$ cat config.mk
export PLATFORM = sky130hd
export DESIGN_NAME = otfr_top
export DESIGN_NICKNAME = d
export VERILOG_FILES = /design/src/otfr_linear11_cmp.v /design/src/otfr_retry_timer.v /design/src/otfr_top.v
export VERILOG_INCLUDE_DIRS = /design/src /design/src/src
export SDC_FILE = /design/constraint.sdc
export NUM_CORES = 1
export LEC_CHECK = 0
export BUFFER_PORTS_ARGS = -buffer_cell sky130_fd_sc_hd__buf_2
export CAP_MARGIN = 20
export CORE_ASPECT_RATIO = 0.5
export CORE_MARGIN = 2
export CORE_UTILIZATION = 63
export CTS_BUF_LIST = sky130_fd_sc_hd__clkbuf_8
export DETAILED_ROUTE_END_ITERATION = 16
export GPL_TIMING_DRIVEN = 0
export PLACE_DENSITY = 0.82
export SLEW_MARGIN = 20
export SYNTH_ARGS = -nofsm -noshare
export SYNTH_HDL_FRONTEND = slang
export SYNTH_SLANG_ARGS = --single-unit
$ cat constraint.sdc
create_clock -name clk -period 7.05 [get_ports clk]
set_input_delay 0 -clock clk [delete_from_list [all_inputs] [get_ports clk]]
set_output_delay 0 -clock clk [all_outputs]
set_load 0.03 [all_outputs]
$ cat src/otfr_defs.vh
// Constants of the over-temperature fault response block.
// Assumes includers use these names only; no logic lives here.
`ifndef OTFR_DEFS_VH
`define OTFR_DEFS_VH

// ------------------------------------------------------------
// Command codes
// ------------------------------------------------------------
`define OTFR_CMD_FAULT_LIMIT 8'h4F
`define OTFR_CMD_ACTION_CFG 8'h50
`define OTFR_CMD_WARN_LIMIT 8'h51
`define OTFR_CMD_CLEAR_FAULTS 8'h03
`define OTFR_CMD_STATUS_WORD 8'h79
`define OTFR_CMD_STATUS_TEMP 8'h7D

// ------------------------------------------------------------
// Reset values
// ------------------------------------------------------------
`define OTFR_ACTION_RST 8'hBF
`define OTFR_WARN_RST 16'hEB70
`define OTFR_FAULT_RST 16'hEBE8

// ------------------------------------------------------------
// Field positions and codes
// ------------------------------------------------------------
`define OTFR_RESP_HI 7
`define OTFR_RESP_LO 6
`define OTFR_RETRY_HI 5
`define OTFR_RETRY_LO 3
`define OTFR_DELAY_HI 2
`define OTFR_DELAY_LO 0
`define OTFR_RESP_RETRY 2'h2
`define OTFR_RESP_HOLD 2'h3
`define OTFR_RETRY_NONE 3'h0
`define OTFR_RETRY_CONT 3'h7
`define OTFR_STT_OT_FAULT 7
`define OTFR_STT_OT_WARN 6
`define OTFR_STW_TEMP 2

// ------------------------------------------------------------
// Timing
// ------------------------------------------------------------
`define OTFR_CLK_KHZ 40000
`define OTFR_RETRY_UNIT_MS 35
`define OTFR_UNIT_CYCLES (`OTFR_RETRY_UNIT_MS * `OTFR_CLK_KHZ)

`endif

$ cat src/otfr_linear11_cmp.v
// Compares two Linear-11 values (signed 5-bit exponent, signed 11-bit
// mantissa). Assumes both inputs are steady during the cycle.
`timescale 1ns/1ps

module otfr_linear11_cmp (
  // Operands
  input wire [15:0] lhs,
  input wire [15:0] rhs,
  // Results
  output wire lhsAbove,
  output wire lhsBelow
);

  // ----------------------------------------------------------
  // Scale to fixed point with 16 fraction bits
  // ----------------------------------------------------------
  wire [5:0] shL;
  wire [5:0] shR;
  wire signed [47:0] valL;
  wire signed [47:0] valR;

  assign shL = {lhs[15], lhs[15:11]} + 6'h10;
  assign shR = {rhs[15], rhs[15:11]} + 6'h10;
  assign valL = $signed({{37{lhs[10]}}, lhs[10:0]}) <<< shL[4:0];
  assign valR = $signed({{37{rhs[10]}}, rhs[10:0]}) <<< shR[4:0];
  assign lhsAbove = valL > valR;
  assign lhsBelow = valL < valR;

endmodule // otfr_linear11_cmp

$ cat src/otfr_retry_timer.v
// Retry interval timer: counts 35 ms units from a restart pulse.
// Assumes delaySel is steady while a count runs.
`timescale 1ns/1ps

module otfr_retry_timer #(
  parameter UNIT_CYCLES = 1400000
) (
  // Clock and reset
  input wire clk,
  input wire sys_rst,
  // Control
  input wire restart,
  input wire [2:0] delaySel,
  // Status
  output wire elapsed
);

  // ----------------------------------------------------------
  // Unit divider and unit counter
  // ----------------------------------------------------------
  reg [31:0] divCnt_q;
  reg [3:0] unitCnt_q;
  reg done_q;
  wire unitTick;
  wire [3:0] target;

  assign unitTick = (divCnt_q == UNIT_CYCLES - 1);
  assign target = {1'b0, delaySel} + 4'h1;
  assign elapsed = done_q;

  always @(posedge clk) begin
    if (sys_rst || restart) begin
      divCnt_q <= 32'h0;
      unitCnt_q <= 4'h0;
      done_q <= 1'b0;
    end else if (!done_q) begin
      if (unitTick) begin
        divCnt_q <= 32'h0;
        unitCnt_q <= unitCnt_q + 4'h1;
        // At or past target, so a shorter delay written mid-count cannot
        // push the restart out by a full wrap of the unit counter
        if (unitCnt_q + 4'h1 >= target) begin
          done_q <= 1'b1;
        end
      end else begin
        divCnt_q <= divCnt_q + 32'h1;
      end
    end
  end

endmodule // otfr_retry_timer

$ cat src/otfr_top.v
// Over-temperature fault response for each output page: settings,
// status bits, alert line and the disable/retry sequence.
// Assumes commands arrive already decoded from the management bus,
// one-cycle cmdValid, and temperatures in Linear-11 per page.
`timescale 1ns/1ps
`include "otfr_defs.vh"

module otfr_top #(
  parameter PAGES = 2,
  parameter PAGE_W = 1,
  parameter UNIT_CYCLES = `OTFR_UNIT_CYCLES
) (
  // Clock and reset
  input wire clk,
  input wire sys_rst,
  // Decoded command port
  input wire cmdValid,
  input wire cmdWrite,
  input wire [7:0] cmdCode,
  input wire [15:0] cmdWrData,
  input wire [PAGE_W-1:0] pageSel,
  input wire writeProtect,
  output reg [15:0] cmdRdData_q,
  output reg cmdRdValid_q,
  output reg cmdErr_q,
  // Per-page operating inputs
  input wire [16*PAGES-1:0] tempReading,
  input wire [PAGES-1:0] enableOn,
  input wire [PAGES-1:0] otherFaultOff,
  // Per-page outputs and status
  output wire [PAGES-1:0] outputEnable,
  output wire [PAGES-1:0] statusOtFault,
  output wire [PAGES-1:0] statusOtWarn,
  output wire [PAGES-1:0] statusWordTemp,
  // Open-drain alert
  input wire hostAlertLineNIn,
  output wire hostAlertLineNOut,
  output wire hostAlertLineNOeN
);

  // ----------------------------------------------------------
  // States
  // ----------------------------------------------------------
  localparam [4:0] ST_RUN = 5'h01;
  localparam [4:0] ST_HOLD = 5'h02;
  localparam [4:0] ST_COOL = 5'h04;
  localparam [4:0] ST_LATCH = 5'h08;
  localparam [4:0] ST_OFF = 5'h10;

  // ----------------------------------------------------------
  // Command decode
  // ----------------------------------------------------------
  wire pageOk;
  wire wrOk;
  wire clearCmd;
  wire [8*PAGES-1:0] actionFlat;
  wire [16*PAGES-1:0] warnFlat;
  wire [16*PAGES-1:0] faultLimFlat;

  assign pageOk = ({1'b0, pageSel} < PAGES);
  // Protected registers ignore writes while protection is on
  assign wrOk = cmdValid && cmdWrite && pageOk && !writeProtect;
  assign clearCmd = cmdValid && cmdWrite && pageOk &&
                    (cmdCode == `OTFR_CMD_CLEAR_FAULTS);

  // ----------------------------------------------------------
  // Per-page logic
  // ----------------------------------------------------------
  genvar g;
  generate
    for (g = 0; g < PAGES; g = g + 1) begin : gPage
      reg [7:0] action_q;
      reg [15:0] warnLim_q;
      reg [15:0] faultLim_q;
      reg [4:0] state_q;
      reg [4:0] state_d;
      reg outEn_q;
      reg outEn_d;
      reg restart_d;
      reg otFault_q;
      reg otWarn_q;
      wire sel;
      wire [15:0] temp;
      wire faultNow;
      wire aboveWarn;
      wire belowWarn;
      wire retryDone;
      wire [1:0] resp;
      wire [2:0] retry;
      wire offReq;
      wire clearMe;

      assign sel = (pageSel == g);
      assign clearMe = clearCmd && sel;
      assign temp = tempReading[16*g +: 16];
      assign resp = action_q[`OTFR_RESP_HI:`OTFR_RESP_LO];
      assign retry = action_q[`OTFR_RETRY_HI:`OTFR_RETRY_LO];
      assign offReq = !enableOn[g] || otherFaultOff[g];

      // Settings, one copy per page
      always @(posedge clk) begin
        if (sys_rst) begin
          action_q <= `OTFR_ACTION_RST;
          warnLim_q <= `OTFR_WARN_RST;
          faultLim_q <= `OTFR_FAULT_RST;
        end else if (wrOk && sel) begin
          if (cmdCode == `OTFR_CMD_ACTION_CFG) begin
            action_q <= cmdWrData[7:0];
          end
          if (cmdCode == `OTFR_CMD_WARN_LIMIT) begin
            warnLim_q <= cmdWrData;
          end
          if (cmdCode == `OTFR_CMD_FAULT_LIMIT) begin
            faultLim_q <= cmdWrData;
          end
        end
      end

      otfr_linear11_cmp uFaultCmp (
        .lhs(temp),
        .rhs(faultLim_q),
        .lhsAbove(faultNow),
        .lhsBelow()
      );

      otfr_linear11_cmp uWarnCmp (
        .lhs(temp),
        .rhs(warnLim_q),
        .lhsAbove(aboveWarn),
        .lhsBelow(belowWarn)
      );

      otfr_retry_timer #(
        .UNIT_CYCLES(UNIT_CYCLES)
      ) uTimer (
        .clk(clk),
        .sys_rst(sys_rst),
        .restart(restart_d),
        .delaySel(action_q[`OTFR_DELAY_HI:`OTFR_DELAY_LO]),
        .elapsed(retryDone)
      );

      // Sticky status: a new event wins over a clear
      always @(posedge clk) begin
        if (sys_rst) begin
          otFault_q <= 1'b0;
          otWarn_q <= 1'b0;
        end else begin
          if (faultNow) begin
            otFault_q <= 1'b1;
          end else if (clearMe) begin
            otFault_q <= 1'b0;
          end
          if (aboveWarn) begin
            otWarn_q <= 1'b1;
          end else if (clearMe) begin
            otWarn_q <= 1'b0;
          end
        end
      end

      // Response sequence
      always @* begin
        state_d = state_q;
        outEn_d = outEn_q;
        restart_d = 1'b0;
        case (state_q)
          ST_RUN: begin
            if (offReq) begin
              state_d = ST_OFF;
              outEn_d = 1'b0;
            end else if (faultNow && resp == `OTFR_RESP_HOLD) begin
              state_d = ST_HOLD;
              outEn_d = 1'b0;
            end else if (faultNow && resp == `OTFR_RESP_RETRY) begin
              outEn_d = 1'b0;
              if (retry == `OTFR_RETRY_CONT) begin
                state_d = ST_COOL;
              end else begin
                state_d = ST_LATCH;
              end
            end
          end
          ST_HOLD: begin
            if (offReq) begin
              state_d = ST_OFF;
            end else if (belowWarn) begin
              state_d = ST_RUN;
              outEn_d = 1'b1;
              restart_d = 1'b1;
            end
          end
          ST_COOL: begin
            if (offReq) begin
              state_d = ST_OFF;
            end else if (belowWarn && retryDone) begin
              state_d = ST_RUN;
              outEn_d = 1'b1;
              restart_d = 1'b1;
            end
          end
          ST_LATCH: begin
            if (offReq) begin
              state_d = ST_OFF;
            end else if (clearMe) begin
              state_d = ST_RUN;
              outEn_d = 1'b1;
              restart_d = 1'b1;
            end
          end
          ST_OFF: begin
            if (!offReq) begin
              state_d = ST_RUN;
              outEn_d = 1'b1;
              restart_d = 1'b1;
            end
          end
          default: begin
            state_d = ST_OFF;
            outEn_d = 1'b0;
          end
        endcase
      end

      always @(posedge clk) begin
        if (sys_rst) begin
          state_q <= ST_OFF;
          outEn_q <= 1'b0;
        end else begin
          state_q <= state_d;
          outEn_q <= outEn_d;
        end
      end

      assign outputEnable[g] = outEn_q;
      assign statusOtFault[g] = otFault_q;
      assign statusOtWarn[g] = otWarn_q;
      assign statusWordTemp[g] = otFault_q || otWarn_q;
      assign actionFlat[8*g +: 8] = action_q;
      assign warnFlat[16*g +: 16] = warnLim_q;
      assign faultLimFlat[16*g +: 16] = faultLim_q;
    end
  endgenerate

  // ----------------------------------------------------------
  // Alert line: held low while any status bit is set
  // ----------------------------------------------------------
  wire alertAny;

  assign alertAny = |{statusOtFault, statusOtWarn};
  assign hostAlertLineNOut = 1'b0;
  assign hostAlertLineNOeN = !alertAny;

  // ----------------------------------------------------------
  // Read path and command answer
  // ----------------------------------------------------------
  reg [15:0] rdData_d;
  reg rdHit_d;
  reg wrHit_d;

  always @* begin
    rdData_d = 16'h0000;
    rdHit_d = 1'b0;
    wrHit_d = 1'b0;
    if (pageOk) begin
      case (cmdCode)
        `OTFR_CMD_ACTION_CFG: begin
          rdData_d = {8'h00, actionFlat[8*pageSel +: 8]};
          rdHit_d = 1'b1;
          wrHit_d = !writeProtect;
        end
        `OTFR_CMD_WARN_LIMIT: begin
          rdData_d = warnFlat[16*pageSel +: 16];
          rdHit_d = 1'b1;
          wrHit_d = !writeProtect;
        end
        `OTFR_CMD_FAULT_LIMIT: begin
          rdData_d = faultLimFlat[16*pageSel +: 16];
          rdHit_d = 1'b1;
          wrHit_d = !writeProtect;
        end
        `OTFR_CMD_STATUS_TEMP: begin
          rdData_d[`OTFR_STT_OT_FAULT] = statusOtFault[pageSel];
          rdData_d[`OTFR_STT_OT_WARN] = statusOtWarn[pageSel];
          rdHit_d = 1'b1;
        end
        `OTFR_CMD_STATUS_WORD: begin
          rdData_d[`OTFR_STW_TEMP] = statusWordTemp[pageSel];
          rdHit_d = 1'b1;
        end
        `OTFR_CMD_CLEAR_FAULTS: begin
          wrHit_d = 1'b1;
        end
        default: begin
          rdHit_d = 1'b0;
        end
      endcase
    end
  end

  always @(posedge clk) begin
    if (sys_rst) begin
      cmdRdData_q <= 16'h0000;
      cmdRdValid_q <= 1'b0;
      cmdErr_q <= 1'b0;
    end else begin
      cmdRdValid_q <= cmdValid && !cmdWrite;
      cmdErr_q <= cmdValid && (cmdWrite ? !wrHit_d : !rdHit_d);
      if (cmdValid && !cmdWrite) begin
        cmdRdData_q <= rdData_d;
      end
    end
  end

endmodule // otfr_top

==> qor.yml <==
flow_run:
  cap_violations: 0
place:
  port_buffers: 86
  pre_cts_slack_ns: 1.92
  placedInstanceArea_sq_mm: 0.0188
  dp.cells: 2898
  hpwl_mm: 46.1
  gp_congestion: 1.04
timing:
  whs_ns: 0.0440
  tightest_slew_ns: 0.962
  period_minus_slack_ns: 5.17
  finalHoldViolations: 0
  setup_viol: 0
  drv_slew: 0
  fin_ws_ns: 1.88
  rsz0062_at_grt: "no"
  skew_ns: 0.0238
  fin_crit_sh_pct: 73.3
  maxSlewHeadroom_pct: 35.2
  max_freq_ghz: 0.193
  setup_tns_ns: 0
floorplanning:
  fp.dieH_um: 123
  num_rows: 43
  die_w_um: 242
  core_area_sq_mm: 0.0278
  ioPinCount: 95
  die_area_sq_mm: 0.0298
  initial_utilization_pct: 64.3
route:
  wl_mm: 58.7
  via_per_inst: 6.45
  wire_per_inst_um: 19.8
  drc: 0
  dr.pass1.iters: 8
  ant_nets: 0
  num_vias: 19100
  first_iter_violations: 2167
synth:
  synth-xor-area-share_pct: 3.68
  synth.area.top_cells: "dfxtp_1 (21%), ha_1 (13%), nand2_1 (7.9%), mux2i_1 (7.9%), a21oi_1 (5.7%)"
  yosysSeqAreaShare_pct: 21.1
  synth_warnings: 0
  synth_flop_cell: "dfxtp_1"
  ys_seq_elements: 188
  synth_top_family_by_area: "simple AND/OR/NAND/NOR gates"
  synth-adder-area-share_pct: 12.8
  synthMuxAreaShare_pct: 9.56
  synth_compound_area_share_pct: 23.1
  synth.most_common_cell: "nand2_1"
  async_flop_share_pct: 0
  synth_area_sq_mm: 0.0178
  synthesis.nets: 2679
  postSynthCellCount: 2430
  syn_area_per_cell_sq_um: 7.34
  netlist_top_cells_count: "nand2_1 (374), nor2_1 (247), a21oi_1 (204)"
  ys_types: 83
  synth_top_area_share_pct: 21.1
  synth_simple_gate_area_share_pct: 25.4
  yosysTopAreaCell: "dfxtp_1"
  synth-edff-count: 0
hold_path:
  min_path_type: "in -> reg"
  hp-start: "enableOn[0]"
clock_tree:
  cts.sinks: 188
  cts_setup_buffers: 0
  cts_made_buffers: 17
  cts_tree: "done"
  htreeDepth: 4
  clkTransAtPathRegs_ns: 0.11
  clk_latency_ns: 0.53
  clockRootBuffer: "clkbuf_8"
  clk_path_buf_depth: 2
critical_path:
  cp_cell_sequence: "clkbuf_1 -> mux2i_1 -> nand2_1 -> o21ai_0 -> o21ai_0 -> mux2i_1 -> o21a_1 -> ha_1 -> nand4_1 -> or3_1 -> nor4_1 -> nor3b_1 -> o31ai_1 -> a21oi_1 -> o21ai_1 -> nand3_1 -> buf_2 -> nor2_1"
  slowest_stage: "nor4_1"
  end_kind: "flip-flop"
  cp_data_required_time_ns: 7.46
  critPathTopFamily: "simple AND/OR/NAND/NOR gates"
  arrival_ns: 5.58
  start_kind: "flip-flop"
  crit_fanout: 10
  crit_start: "gPage[0].warnLim_q[12]"
  r2r_start: "gPage[0].warnLim_q[12]"
  worst-path-buf-inv: 2
  cp_slowest_stage_delay_ns: 0.84
  path_class: "reg -> reg"
power:
  vdd_drop_max_uv: 135
  leakagePower_nw: 7.99
  power_density_mw_per_mm2: 124
  total_power_mw: 2.42
global_route:
  grt_pass1_vias: 17300
  grt_pass1_wl_mm: 91.7
  grt_max_degree: 20
  grt_use_total_pct: 38.7
  antenna_found_initial: 0
  grt.overflow.total: 0
final_layout:
  fin_cells: 2955
  drive_above_1_share_pct: 7.97
  area_delta_synth_final_pct: 8.85
  post-route-util_pct: 70.0
  fin_area_sq_mm: 0.0194
  n_antenna_cell: 0
  num-nets-final: 2809
outcome:
  status: "completed"
[layout by cell type, fill, tap and decap left out, types with 7 or more instances in the layout]
master / instances
nor3_1: 48
clkbuf_1: 124
o211ai_1: 36
ha_1: 182
a22oi_1: 29
nor2_1: 247
nand2b_1: 27
o31a_1: 8
o21ai_0: 130
a31oi_1: 15
o22ai_1: 21
buf_2: 89
o221ai_1: 7
dfxtp_1: 188
o21a_1: 13
a221oi_1: 21
nand4_1: 48
xor2_1: 51
mux2i_1: 140
and3_1: 18
nor2b_1: 31
a21o_1: 49
a21boi_0: 37
a21oi_1: 204
xnor2_1: 24
or2_2: 10
and2_1: 27
dlygate4sd3_1: 25
buf_4: 7
nand2_1: 374
inv_1: 40
mux2_2: 25
nor4_1: 18
clkbuf_8: 18
a211oi_1: 20
or3_1: 15
nand3_1: 73
[worst register-to-register path, delay by kind of cell, from the launching register on]
family,cells,cell delay (ns)
mux,2,0.38
buf+inv,2,0.71
simple gates,7,2.05
flops,1,0.35
fa+ha+maj,1,0.30
compound gates,6,1.26
[worst paths after layout]
path	to	slack, ns	cells after the start
worst max-delay path	gPage[0].uTimer.divCnt_q[9]	1.88	18
worst min-delay path	gPage[0].state_q[4]	0.04	4
worst max register to register	gPage[0].uTimer.divCnt_q[9]	1.88	18
worst min register to register	cmdRdData_q[2]	0.48	2
[power by group]
part	internal (mW)	switching (mW)	leakage, nW
logic	0.211	0.356	6.27
clock network	0.298	0.468	0.201
registers	1.07	0.0111	1.52
total	1.58	0.836	7.99
[what timing repair did]
action	in CTS	in global routing
hold buffers	25	0
resized for setup	0	0
endpoints found under the hold margin	92	0
[metal layers]
metal,vias up,global-route usage [%],wire length (um)
met1,8795,49.7,24500
met4,0,20.5,3140
met5,-,0.654,0
met2,1012,63.7,25700
li1,9054,-,-
met3,196,5.90,5390
[cell families (layout without fill, tap and decap cells)]
| logic type | after synthesis | after routing |
|---|---|---|
| AOI/OAI and AO/OA | 648 | 648 |
| xor gates and xnor gates | 75 | 75 |
| adders and majority gates | 182 | 182 |
| buffers and inverters | 191 | 334 |
| DFF | 188 | 188 |
| muxes | 166 | 166 |
| other | 1 | 1 |
| and+or+nand+nor | 979 | 979 |
[layout make-up]
| type | count | area (sq um) |
|---|---|---|
| Tap cell | 382 | 478 |
| Multi-Input combinational cell | 2051 | 13300 |
| Clock buffer | 17 | 234 |
| Sequential cell | 188 | 3760 |
| Fill cell | 2434 | 8340 |
| Inverter | 49 | 184 |
| Buffer | 142 | 596 |
| Timing Repair Buffer | 111 | 681 |
| Clock inverter | 15 | 174 |
[sequential cells by signal, summed over array words and instances, names as in the netlist]
| register | flops |
|---|---|
| cmdErr_q | 1 |
| cmdRdData_q | 16 |
| cmdRdValid_q | 1 |
| gPage.action_q | 16 |
| gPage.faultLim_q | 32 |
| gPage.otFault_q | 2 |
| gPage.otWarn_q | 2 |
| gPage.outEn_q | 2 |
| gPage.state_q | 10 |
| gPage.uTimer.divCnt_q | 64 |
| gPage.uTimer.elapsed | 2 |
| gPage.uTimer.unitCnt_q | 8 |
| gPage.warnLim_q | 32 |
(Power assumes the default switching activity.)
